==> src/logic/pcl_pkg.sv <==
// package: constants and carrier types for the program counter load logic
package pcl_pkg;
    localparam int PC_W = 13;
    localparam int LOW_W = 8;
    localparam int UPPER_W = 5;
    localparam int LATCH_W = 8;
    localparam int OPER_W = 11;
    localparam int STACK_DEPTH = 8;
    localparam int STACK_PTR_W = 3;
    // field positions
    localparam int LATCH_UPPER_LSB = 0;
    localparam int LATCH_PAGE_LSB = 3;
    // reset values
    localparam logic [12:0] PC_RESET = 13'h0000;
    localparam logic [7:0] LATCH_RESET = 8'h00;
    localparam logic [2:0] SP_RESET = 3'h0;
    // clock out divides the oscillator input by this ratio
    localparam int OSC_DIV = 4;
    localparam int OSC_HALF = OSC_DIV / 2;

    // sequencing operation requested by the instruction decoder
    typedef struct packed {
        logic write_low;          // instruction writes the low-byte register
        logic add_low;            // add_accumulator_to_file on the low byte
        logic jump;               // goto
        logic call;               // call: push then jump
        logic irq_entry;          // interrupt vectoring: push then vector
        logic ret;                // return, return_with_literal, return_from_interrupt
        logic latch_write;        // write of pc_high_latch
    } pcl_op_t;

    // data accompanying an operation
    typedef struct packed {
        logic [7:0] data;         // write value or addend
        logic [10:0] operand;     // 11-bit address operand
        logic [12:0] vector;      // interrupt vector address
    } pcl_arg_t;
endpackage

==> src/logic/pcl_core.sv <==
// program counter load logic with return stack and clock output
//
// Behaviour
// - 13-bit counter, low byte software readable/writable
// - upper five bits load only via latch, operand, stack or interrupt vector
// - any reset clears the whole counter
// - low-byte write loads upper from latch[4:0]
// - call/goto loads bits 12:11 from latch[4:3]
// - adding offset to low byte jumps; no carry
// - clock output at quarter oscillator rate
// - master clear low resets the device
// - eight-entry circular stack, push/pop on call/return
// - stack leaves latch alone, no overflow flags
`timescale 1ns/1ps
module pcl_core
    import pcl_pkg::*;
(
    // clock and resets
    input wire logic clk,
    input wire logic rst,
    input wire logic master_clear_n,
    // oscillator input from pin
    input wire logic oscillator_input,
    // decoder requests
    input wire pcl_op_t op,
    input wire pcl_arg_t arg,
    // counter outputs
    output logic [12:0] pc,
    output logic [7:0] pc_low_byte_reg,
    output logic [7:0] pc_high_latch,
    output logic ret_ready,
    // clock output pin
    output logic instr_cycle_clock_out
);
    // pipeline state: idle, or waiting for the popped address
    typedef enum logic [1:0] {
        ST_RUN = 2'b01,
        ST_POP = 2'b10
    } pcl_state_t;

    // operation decoding used once, for the stack write enable: push request
    function automatic logic is_push(input pcl_op_t o);
        return o.call | o.irq_entry;
    endfunction

    // synchroniser, sequencing registers and their next values
    logic [2:0] master_clear_n_sync;
    logic [2:0] next_master_clear_n_sync;
    logic master_clear_n_level;
    logic next_master_clear_n_level;
    logic reset_all;
    logic [12:0] next_pc;
    logic [7:0] next_latch;
    logic [2:0] sp;
    logic [2:0] next_sp;
    pcl_state_t state;
    pcl_state_t next_state;
    logic next_ret_ready;
    logic [12:0] stack_rd;
    logic [2:0] rd_ptr;
    logic [7:0] sum_low;

    // master clear stages shift; filtered level moves once the late stages agree
    always_comb begin
        next_master_clear_n_sync = {master_clear_n_sync[1:0], master_clear_n};
        next_master_clear_n_level = (master_clear_n_sync[2] == master_clear_n_sync[1]) ? master_clear_n_sync[2] : master_clear_n_level;
    end

    // master clear pin synchronised through three stages
    // stages start at the idle high level so rst leaves no false clear behind
    always_ff @(posedge clk) begin
        if (rst) begin
            master_clear_n_sync <= 3'h7;
            master_clear_n_level <= 1'b1;
        end else begin
            master_clear_n_sync <= next_master_clear_n_sync;
            master_clear_n_level <= next_master_clear_n_level;
        end
    end

    // reset asserts when the late stages agree low, holds until they agree high
    assign reset_all = rst | ~next_master_clear_n_level;

    // stack read address: top of stack is one below pointer
    assign rd_ptr = sp - 3'h1;
    // computed jump: carry out of the low byte is dropped, page stays from latch
    assign sum_low = pc[7:0] + arg.data;

    // push only when the push branch wins; a return in the same slot has priority
    // registered read: popped address is ready one cycle after the return
    pcl_stack_mem #(
        .DEPTH(STACK_DEPTH),
        .AW(STACK_PTR_W),
        .DW(PC_W)
    ) u_stack (
        .clk(clk),
        .wr_en(is_push(op) && !op.ret && state == ST_RUN && !reset_all),
        .wr_addr(sp),
        .wr_data(pc),
        .rd_addr(rd_ptr),
        .rd_data(stack_rd)
    );

    // next counter, latch, pointer and state
    always_comb begin
        next_pc = pc;
        next_latch = pc_high_latch;
        next_sp = sp;
        next_state = state;
        next_ret_ready = 1'b0;
        case (state)
            ST_RUN: begin
                // latch write combines with any operation; loads see the old latch
                if (op.latch_write) begin
                    next_latch = arg.data;
                end
                // priority: return, interrupt, call or goto, low write, add
                if (op.ret) begin
                    next_state = ST_POP;
                end else if (op.irq_entry) begin
                    next_sp = sp + 3'h1;
                    next_pc = arg.vector;
                end else if (op.call || op.jump) begin
                    if (op.call) begin
                        next_sp = sp + 3'h1;
                    end
                    next_pc = {pc_high_latch[LATCH_PAGE_LSB +: 2], arg.operand};
                end else if (op.write_low) begin
                    next_pc = {pc_high_latch[LATCH_UPPER_LSB +: UPPER_W], arg.data};
                end else if (op.add_low) begin
                    next_pc = {pc_high_latch[LATCH_UPPER_LSB +: UPPER_W], sum_low};
                end
            end
            ST_POP: begin
                // pointer wraps silently, latch untouched
                next_pc = stack_rd;
                next_sp = rd_ptr;
                next_ret_ready = 1'b1;
                next_state = ST_RUN;
            end
            default: begin
                next_state = ST_RUN;
            end
        endcase
    end

    // counter, latch and stack pointer registers
    always_ff @(posedge clk) begin
        if (reset_all) begin
            pc <= PC_RESET;
            pc_high_latch <= LATCH_RESET;
            sp <= SP_RESET;
            state <= ST_RUN;
            ret_ready <= 1'b0;
        end else begin
            pc <= next_pc;
            pc_high_latch <= next_latch;
            sp <= next_sp;
            state <= next_state;
            ret_ready <= next_ret_ready;
        end
    end

    // low-byte view mirrors counter bits 7:0
    always_ff @(posedge clk) begin
        if (reset_all) begin
            pc_low_byte_reg <= PC_RESET[7:0];
        end else begin
            pc_low_byte_reg <= next_pc[7:0];
        end
    end

    // oscillator input sampled through three stages
    logic [2:0] osc_sync;
    logic [2:0] next_osc_sync;
    logic osc_level;
    logic osc_prev;
    logic [1:0] osc_cnt;
    logic [1:0] next_osc_cnt;
    logic next_clk_out;
    logic next_osc_level;

    // oscillator stages, cleared by rst only
    always_ff @(posedge clk) begin
        if (rst) begin
            osc_sync <= 3'h0;
        end else begin
            osc_sync <= next_osc_sync;
        end
    end

    // filtered level, edge count, divided clock
    always_comb begin
        next_osc_sync = {osc_sync[1:0], oscillator_input};
        next_osc_level = (osc_sync[2] == osc_sync[1]) ? osc_sync[2] : osc_level;
        next_osc_cnt = osc_cnt;
        next_clk_out = instr_cycle_clock_out;
        if (osc_level && !osc_prev) begin
            if (osc_cnt == 2'(OSC_HALF - 1)) begin
                next_osc_cnt = 2'h0;
                next_clk_out = ~instr_cycle_clock_out;
            end else begin
                next_osc_cnt = osc_cnt + 2'h1;
            end
        end
    end

    // filtered level, edge history, counter and clock out registers
    always_ff @(posedge clk) begin
        if (reset_all) begin
            osc_level <= 1'b0;
            osc_prev <= 1'b0;
            osc_cnt <= 2'h0;
            instr_cycle_clock_out <= 1'b0;
        end else begin
            osc_level <= next_osc_level;
            osc_prev <= osc_level;
            osc_cnt <= next_osc_cnt;
            instr_cycle_clock_out <= next_clk_out;
        end
    end
endmodule

==> src/logic/pcl_stack_mem.sv <==
// return-address stack storage, registered read
`timescale 1ns/1ps
module pcl_stack_mem
    import pcl_pkg::*;
#(
    parameter int DEPTH = STACK_DEPTH,
    parameter int AW = STACK_PTR_W,
    parameter int DW = PC_W
) (
    // clock
    input wire logic clk,
    // write port
    input wire logic wr_en,
    input wire logic [AW-1:0] wr_addr,
    input wire logic [DW-1:0] wr_data,
    // read port
    input wire logic [AW-1:0] rd_addr,
    output logic [DW-1:0] rd_data
);
    logic [DW-1:0] mem [DEPTH];

    // storage write and registered read
    always_ff @(posedge clk) begin
        if (wr_en) begin
            mem[wr_addr] <= wr_data;
        end
        rd_data <= mem[rd_addr];
    end
endmodule

==> config.mk <==
export PLATFORM = sky130hd
export DESIGN_NAME = pcl_core
export DESIGN_NICKNAME = d
export VERILOG_FILES = /design/src/logic/pcl_pkg.sv /design/src/logic/pcl_core.sv /design/src/logic/pcl_stack_mem.sv
export SDC_FILE = /design/constraint.sdc
export NUM_CORES = 1
export LEC_CHECK = 0
export ABC_AREA = 1
export BUFFER_PORTS_ARGS = -buffer_cell sky130_fd_sc_hd__buf_4
export CAP_MARGIN = 15
export CORE_MARGIN = 1
export CORE_UTILIZATION = 52
export DETAILED_ROUTE_END_ITERATION = 6
export PLACE_DENSITY_LB_ADDON = 0.12
export SYNTH_ARGS = -nofsm -noshare
export SYNTH_HDL_FRONTEND = slang
export SYNTH_SLANG_ARGS = --single-unit
export TNS_END_PERCENT = 20
==> constraint.sdc <==
create_clock -name clk -period 2.65 [get_ports clk]
set_input_delay 0.3975 -clock clk [delete_from_list [all_inputs] [get_ports clk]]
set_output_delay 0.3975 -clock clk [all_outputs]
set_load 0.02 [all_outputs]
==> results.sh, run 1 <==
export IMPL_syn_nets=701
export IMPL_postCtsSetupBuffers=0
export IMPL_period_share_pct=79.79
export IMPL_cts_sinks=156
export IMPL_dp_hpwl_um=10370
export IMPL_cts_resized_gates=0
export IMPL_muxShareOfSynthArea_pct=0
export IMPL_clock_skew_ps=7.064
export IMPL_power_mw=6.615
export IMPL_cts_buffers=17
export IMPL_drtPass1Iterations=5
export IMPL_syn_avg_cell_area_um2=10.14
export IMPL_die_x_um=114.3
export IMPL_leakagePower_nw=3.080
export IMPL_first_iter_violations=414
export IMPL_final_antenna_net_count=0
export IMPL_final_cell_area_um2=7864
export IMPL_cts_max_level=4
export IMPL_slew_viol_final=0
export IMPL_synth_compound_area_share_pct=13.54
export IMPL_required_ps=2970
export IMPL_cp_end_kind="flip-flop"
export IMPL_area_growth_pct=20.01
export IMPL_cts_path_max_buffers=2
export IMPL_grt_overflow=0
export IMPL_num_rows=40
export IMPL_ioPinCount=74
export IMPL_most_common_layout_cells="132 x nor2_1, 104 x edfxtp_1, 100 x buf_4"
export IMPL_max_freq_mhz=472.9
export IMPL_synth_xor_area_share_pct=0.7829
export IMPL_placed_area_um2=7326
export IMPL_cts_tree="done"
export IMPL_yosys_cell_types_count=30
export IMPL_netlist_area_um2=6553
export IMPL_startpoint_type="flip-flop"
export IMPL_worstSkewPairLatency_ps=420
export IMPL_max_cap_violations=0
export IMPL_holdBufCountCts=0
export IMPL_synth_seq_area_share_pct=63.55
export IMPL_core_um2=12160
export IMPL_die_area_um2=13050
export IMPL_layout_cells_non_filler=904
export IMPL_io_buffers=73
export IMPL_hold_class="in -> reg"
export IMPL_synth_simple_area_share_pct=14.84
export IMPL_yosys_area_share_adder_pct=2.406
export IMPL_die_h_um=114.3
export IMPL_ys_warn_count=0
export IMPL_routed_wl_um=15110
export IMPL_final_common_cell="nor2_1"
export IMPL_slew_headroom_pct=61.07
export IMPL_tns_ps=0
export IMPL_place_congestion=0.8904
export IMPL_vias=4820
export IMPL_final_nets=778
export IMPL_dp_cells=872
export IMPL_ir_drop_mv=0.4399
export IMPL_grt_antenna_before_repair=0
export IMPL_grt_pass1_vias=4693
export IMPL_grt_total_usage_pct=25.00
export IMPL_start_util_pct=53.88
export IMPL_n_antenna_cell=0
export IMPL_p_per_area_nw_per_um2=841.2
export IMPL_final_hold_viol_count=0
export IMPL_drcViolationCount=0
export IMPL_synth_top_family_by_area="simple AND/OR/NAND/NOR gates"
export IMPL_worstSetupPathType="reg -> reg"
export IMPL_setup_violations=0
export IMPL_clkTransAtPathRegs_ps=60
export IMPL_ys_seq_elements=156
export IMPL_synthCells=646
export IMPL_viasPerCell=5.332
export IMPL_wl_per_cell_um=16.72
export IMPL_grt_max_degree=56
export IMPL_cp_max_fo=27
export IMPL_fin_crit_ps=2114
export IMPL_status="completed"
export IMPL_grt_pass1_wl_um=24210
export IMPL_drive_gt1_share_pct=20.38
export IMPL_cp_arrival_ps=2430
export IMPL_rsz0062_at_grt="false"
export IMPL_worst_pin_slew_ps=583.4
export IMPL_cts_root_buf="clkbuf_16"
synthesized netlist by cell type:
library cell / count / area, µm²
nand2_1: 66 / 247.7
o31ai_1: 1 / 7.510
nand3_1: 20 / 100.1
nand3b_1: 2 / 15.01
inv_2: 3 / 11.26
ha_1: 11 / 137.6
clkbuf_1: 18 / 67.56
o221ai_1: 1 / 8.760
inv_1: 26 / 97.59
a31oi_1: 13 / 81.33
nand2_2: 2 / 12.51
buf_4: 9 / 67.56
o22ai_1: 13 / 81.33
buf_1: 2 / 7.510
clkinv_1: 1 / 3.750
dfxtp_1: 52 / 1041
xnor2_1: 4 / 35.03
a21oi_1: 52 / 260.3
nor3_4: 2 / 32.53
a21o_1: 1 / 7.510
or2_2: 6 / 37.54
edfxtp_1: 104 / 3123
nor2_1: 132 / 495.5
nor2_4: 1 / 11.26
xor2_2: 1 / 16.27
o21ai_0: 79 / 395.4
o211ai_1: 6 / 45.04
buf_2: 13 / 65.06
fa_1: 1 / 20.02
nor3_1: 4 / 20.02
cells by family after synthesis:
kind of cell	after synthesis
and+or+nand+nor	235
AOI/OAI and AO/OA	166
DFF	156
adders and majority gates	12
buffers and inverters	72
xor gates and xnor gates	5
final timing paths:
path / slack, ps / start / to / cells past startpoint
worst max register to register: 540 / sp[1] / u_stack.rd_data[9] / 7
worst max-delay path: 540 / sp[1] / u_stack.rd_data[9] / 7
worst min register to register: 400 / osc_sync[0] / osc_sync[1] / 2
worst min-delay path: 150 / master_clear_n / master_clear_n_sync[0] / 2
power breakdown:
group	internal [mW]	switching (mW)
clock network	1.21	0.994
registers	2.86	0.130
logic	0.510	0.915
metrics by stage:
| stage | utilization, % | setup WS, ps | hold WS [ps] |
|---|---|---|---|
| after floorplan | - | 26.22 | 388.3 |
| final | 64.66 | 535.5 | 155.0 |
| after global routing | 64.66 | 328.7 | 139.2 |
| after CTS | 64.66 | 533.0 | 141.1 |
| after global placement | 60.24 | 624.3 | 393.4 |
| after detailed placement | 60.24 | 545.2 | 395.8 |
sequential cells by signal, indices dropped and copies added, names as in the netlist:
signal and flops:
pc_high_latch 8, pc 13, ret_ready 1, osc_cnt 2
master_clear_n_sync 3, state 2, u_stack.mem 104, sp 3
osc_prev 1, u_stack.rd_data 13, instr_cycle_clock_out 1, master_clear_n_level 1
osc_sync 3, osc_level 1
worst max-delay path: stages, from the launching register on:
cell	delay, ps
dfxtp_1	570
inv_1	90
ha_1	310
buf_4	300
o21ai_0	160
o22ai_1	270
nor2_1	70
a31oi_1	240
layout make-up:
class	instances	area, µm²
Fill cell	1003	4298
Sequential cell	156	4164
Multi-Input combinational cell	418	2088
Timing Repair Buffer	100	750.7
Clock buffer	17	425.4
Tap cell	168	210.2
Clock inverter	15	112.6
Inverter	30	112.6
per-layer routing:
metal,share of wire [%],up-vias,global-route usage [%]
met3,6.7,14,7.094
met1,46,2246,33.51
met5,0,-,0
li1,-,2392,-
met4,1.0,0,7.706
met2,47,168,39.60
(Power assumes the default switching activity.)
==> run 2: changes to the inputs <==
- CORE_UTILIZATION: 52 -> 58
- clock period: 2.65 -> 2.2 ns (I/O delays scaled with it)
==> results.sh, run 2 (same netlist as run 1, synthesis figures left out) <==
export IMPL_status="completed"
export IMPL_cp_end_kind="flip-flop"
export IMPL_die_area_um2=11730
export IMPL_dp_cells=849
export IMPL_cts_path_max_buffers=2
export IMPL_hold_start="master_clear_n"
export IMPL_clock_skew_ps=5.656
export IMPL_grt_busiest_layer="met2"
export IMPL_final_hold_viol_count=0
export IMPL_num_rows=38
export IMPL_fin_hold_ws_ps=90.50
export IMPL_setup_violations=0
export IMPL_slew_viol_final=0
export IMPL_r2r_setup_slack_ps=290
export IMPL_use_met3_pct=5.124
export IMPL_r2r_end="u_stack.rd_data[6]"
export IMPL_grt_pass1_wl_um=24710
export IMPL_grt_pass1_vias=4937
export IMPL_cts_root_buf="clkbuf_16"
export IMPL_startpoint_type="flip-flop"
export IMPL_required_ps=2520
export IMPL_final_cell_area_um2=7904
export IMPL_dp_hpwl_um=10740
export IMPL_tns_ps=0
export IMPL_die_x_um=108.3
export IMPL_grt_use_met2_pct=47.63
export IMPL_vias=4994
export IMPL_worst_slack_ps=289.5
export IMPL_place_congestion=0.8742
export IMPL_period_share_pct=86.84
export IMPL_leakagePower_nw=3.131
export IMPL_viasPerCell=5.669
export IMPL_worstSetupPathType="reg -> reg"
export IMPL_final_common_cell="nor2_1"
export IMPL_wl_per_cell_um=17.58
export IMPL_max_cap_violations=0
export IMPL_grt_max_degree=56
export IMPL_ioPinCount=74
export IMPL_first_iter_violations=351
export IMPL_reg2reg_depth=7
export IMPL_cp_max_fo=14
export IMPL_p_per_area_nw_per_um2=1036
export IMPL_cts_resized_gates=0
export IMPL_use_met1_pct=36.74
export IMPL_placed_area_um2=7328
export IMPL_area_growth_pct=20.62
export IMPL_drcViolationCount=0
export IMPL_start_util_pct=59.92
export IMPL_hold_class="in -> reg"
export IMPL_most_common_layout_cells="132 x nor2_1, 105 x buf_4, 104 x edfxtp_1"
export IMPL_final_nets=783
export IMPL_cts_max_level=4
export IMPL_grt_antenna_before_repair=0
export IMPL_io_buffers=73
export IMPL_final_antenna_net_count=0
export IMPL_fin_crit_ps=1911
export IMPL_cp_arrival_ps=2230
export IMPL_whs_endpoint="master_clear_n_sync[0]"
export IMPL_cts_tree="done"
export IMPL_worst_pin_slew_ps=533.4
export IMPL_place_ws_ps=278.2
export IMPL_top_register="u_stack.mem"
export IMPL_n_antenna_cell=0
export IMPL_routed_wl_um=15490
export IMPL_finish_utilization_pct=72.28
export IMPL_postCtsSetupBuffers=0
export IMPL_hold_depth=2
export IMPL_core_um2=10940
export IMPL_cts_buffers=17
export IMPL_clkTransAtPathRegs_ps=60
export IMPL_die_h_um=108.3
export IMPL_holdBufCountCts=0
export IMPL_ir_drop_mv=0.6356
export IMPL_slew_headroom_pct=64.40
export IMPL_largest_reg_flops=104
export IMPL_layout_cells_non_filler=881
export IMPL_cts_sinks=156
export IMPL_worstSkewPairLatency_ps=420
export IMPL_max_freq_mhz=523.4
export IMPL_r2r_start="sp[0]"
export IMPL_grt_overflow=0
export IMPL_drtPass1Iterations=5
export IMPL_drive_gt1_share_pct=21.05
export IMPL_reg_largest_list="u_stack.mem x104, pc x13, u_stack.rd_data x13"
export IMPL_grt_total_usage_pct=28.73
export IMPL_power_mw=8.187
export IMPL_rsz0062_at_grt="false"
==> run 2: changes by cell type in the layout (fill, tap and decap cells not counted), sizes merged <==
cell	delta
buf	+5
clkbuf	+2
clkinvlp	-2
==> run 2: worst max-delay path by stage <==
stage	startpoint	to	slack [ps]	cells after the start
after detailed placement	arg[24]	pc[4]	280	13
after floorplan	state[1]	u_stack.mem[2][0]	-70	9
after CTS	sp[0]	u_stack.rd_data[6]	280	7
after global placement	rst	u_stack.mem[0][11]	330	9
final	sp[0]	u_stack.rd_data[6]	290	7
after global routing	pc[0]	pc[6]	100	14
==> run 2: final cells by class <==
type                       instances  area [µm²]
clock buffer                      19       475.5
sequential                       156        4164
timing repair buffer             105       788.3
clock inverter                    13       100.1
fill                             789        3032
tap                              140       175.2
inverter                          30       112.6
multi-input combinational        418        2088
==> run 2: worst max-delay path, stage by stage (launching register included) <==
cell	delay, ps
dfxtp_1	340
inv_1	70
ha_1	340
inv_1	350
o21ai_0	170
o22ai_1	240
nor2_1	70
a31oi_1	220
==> run 2: power breakdown <==
| part | internal (mW) | total [mW] | switching, mW |
|---|---|---|---|
| Combinational | 0.644 | 1.80 | 1.15 |
| Sequential | 3.44 | 3.60 | 0.155 |
| Clock | 1.60 | 2.79 | 1.19 |
| Total | 5.68 | 8.19 | 2.50 |
==> run 2: per-layer routing <==
| metal | part of all wire, % | wire length, µm |
|---|---|---|
| met5 | 0 | 0 |
| met4 | 3.1 | 476 |
| met3 | 6.7 | 1039 |
| met2 | 49 | 7564 |
| met1 | 41 | 6411 |
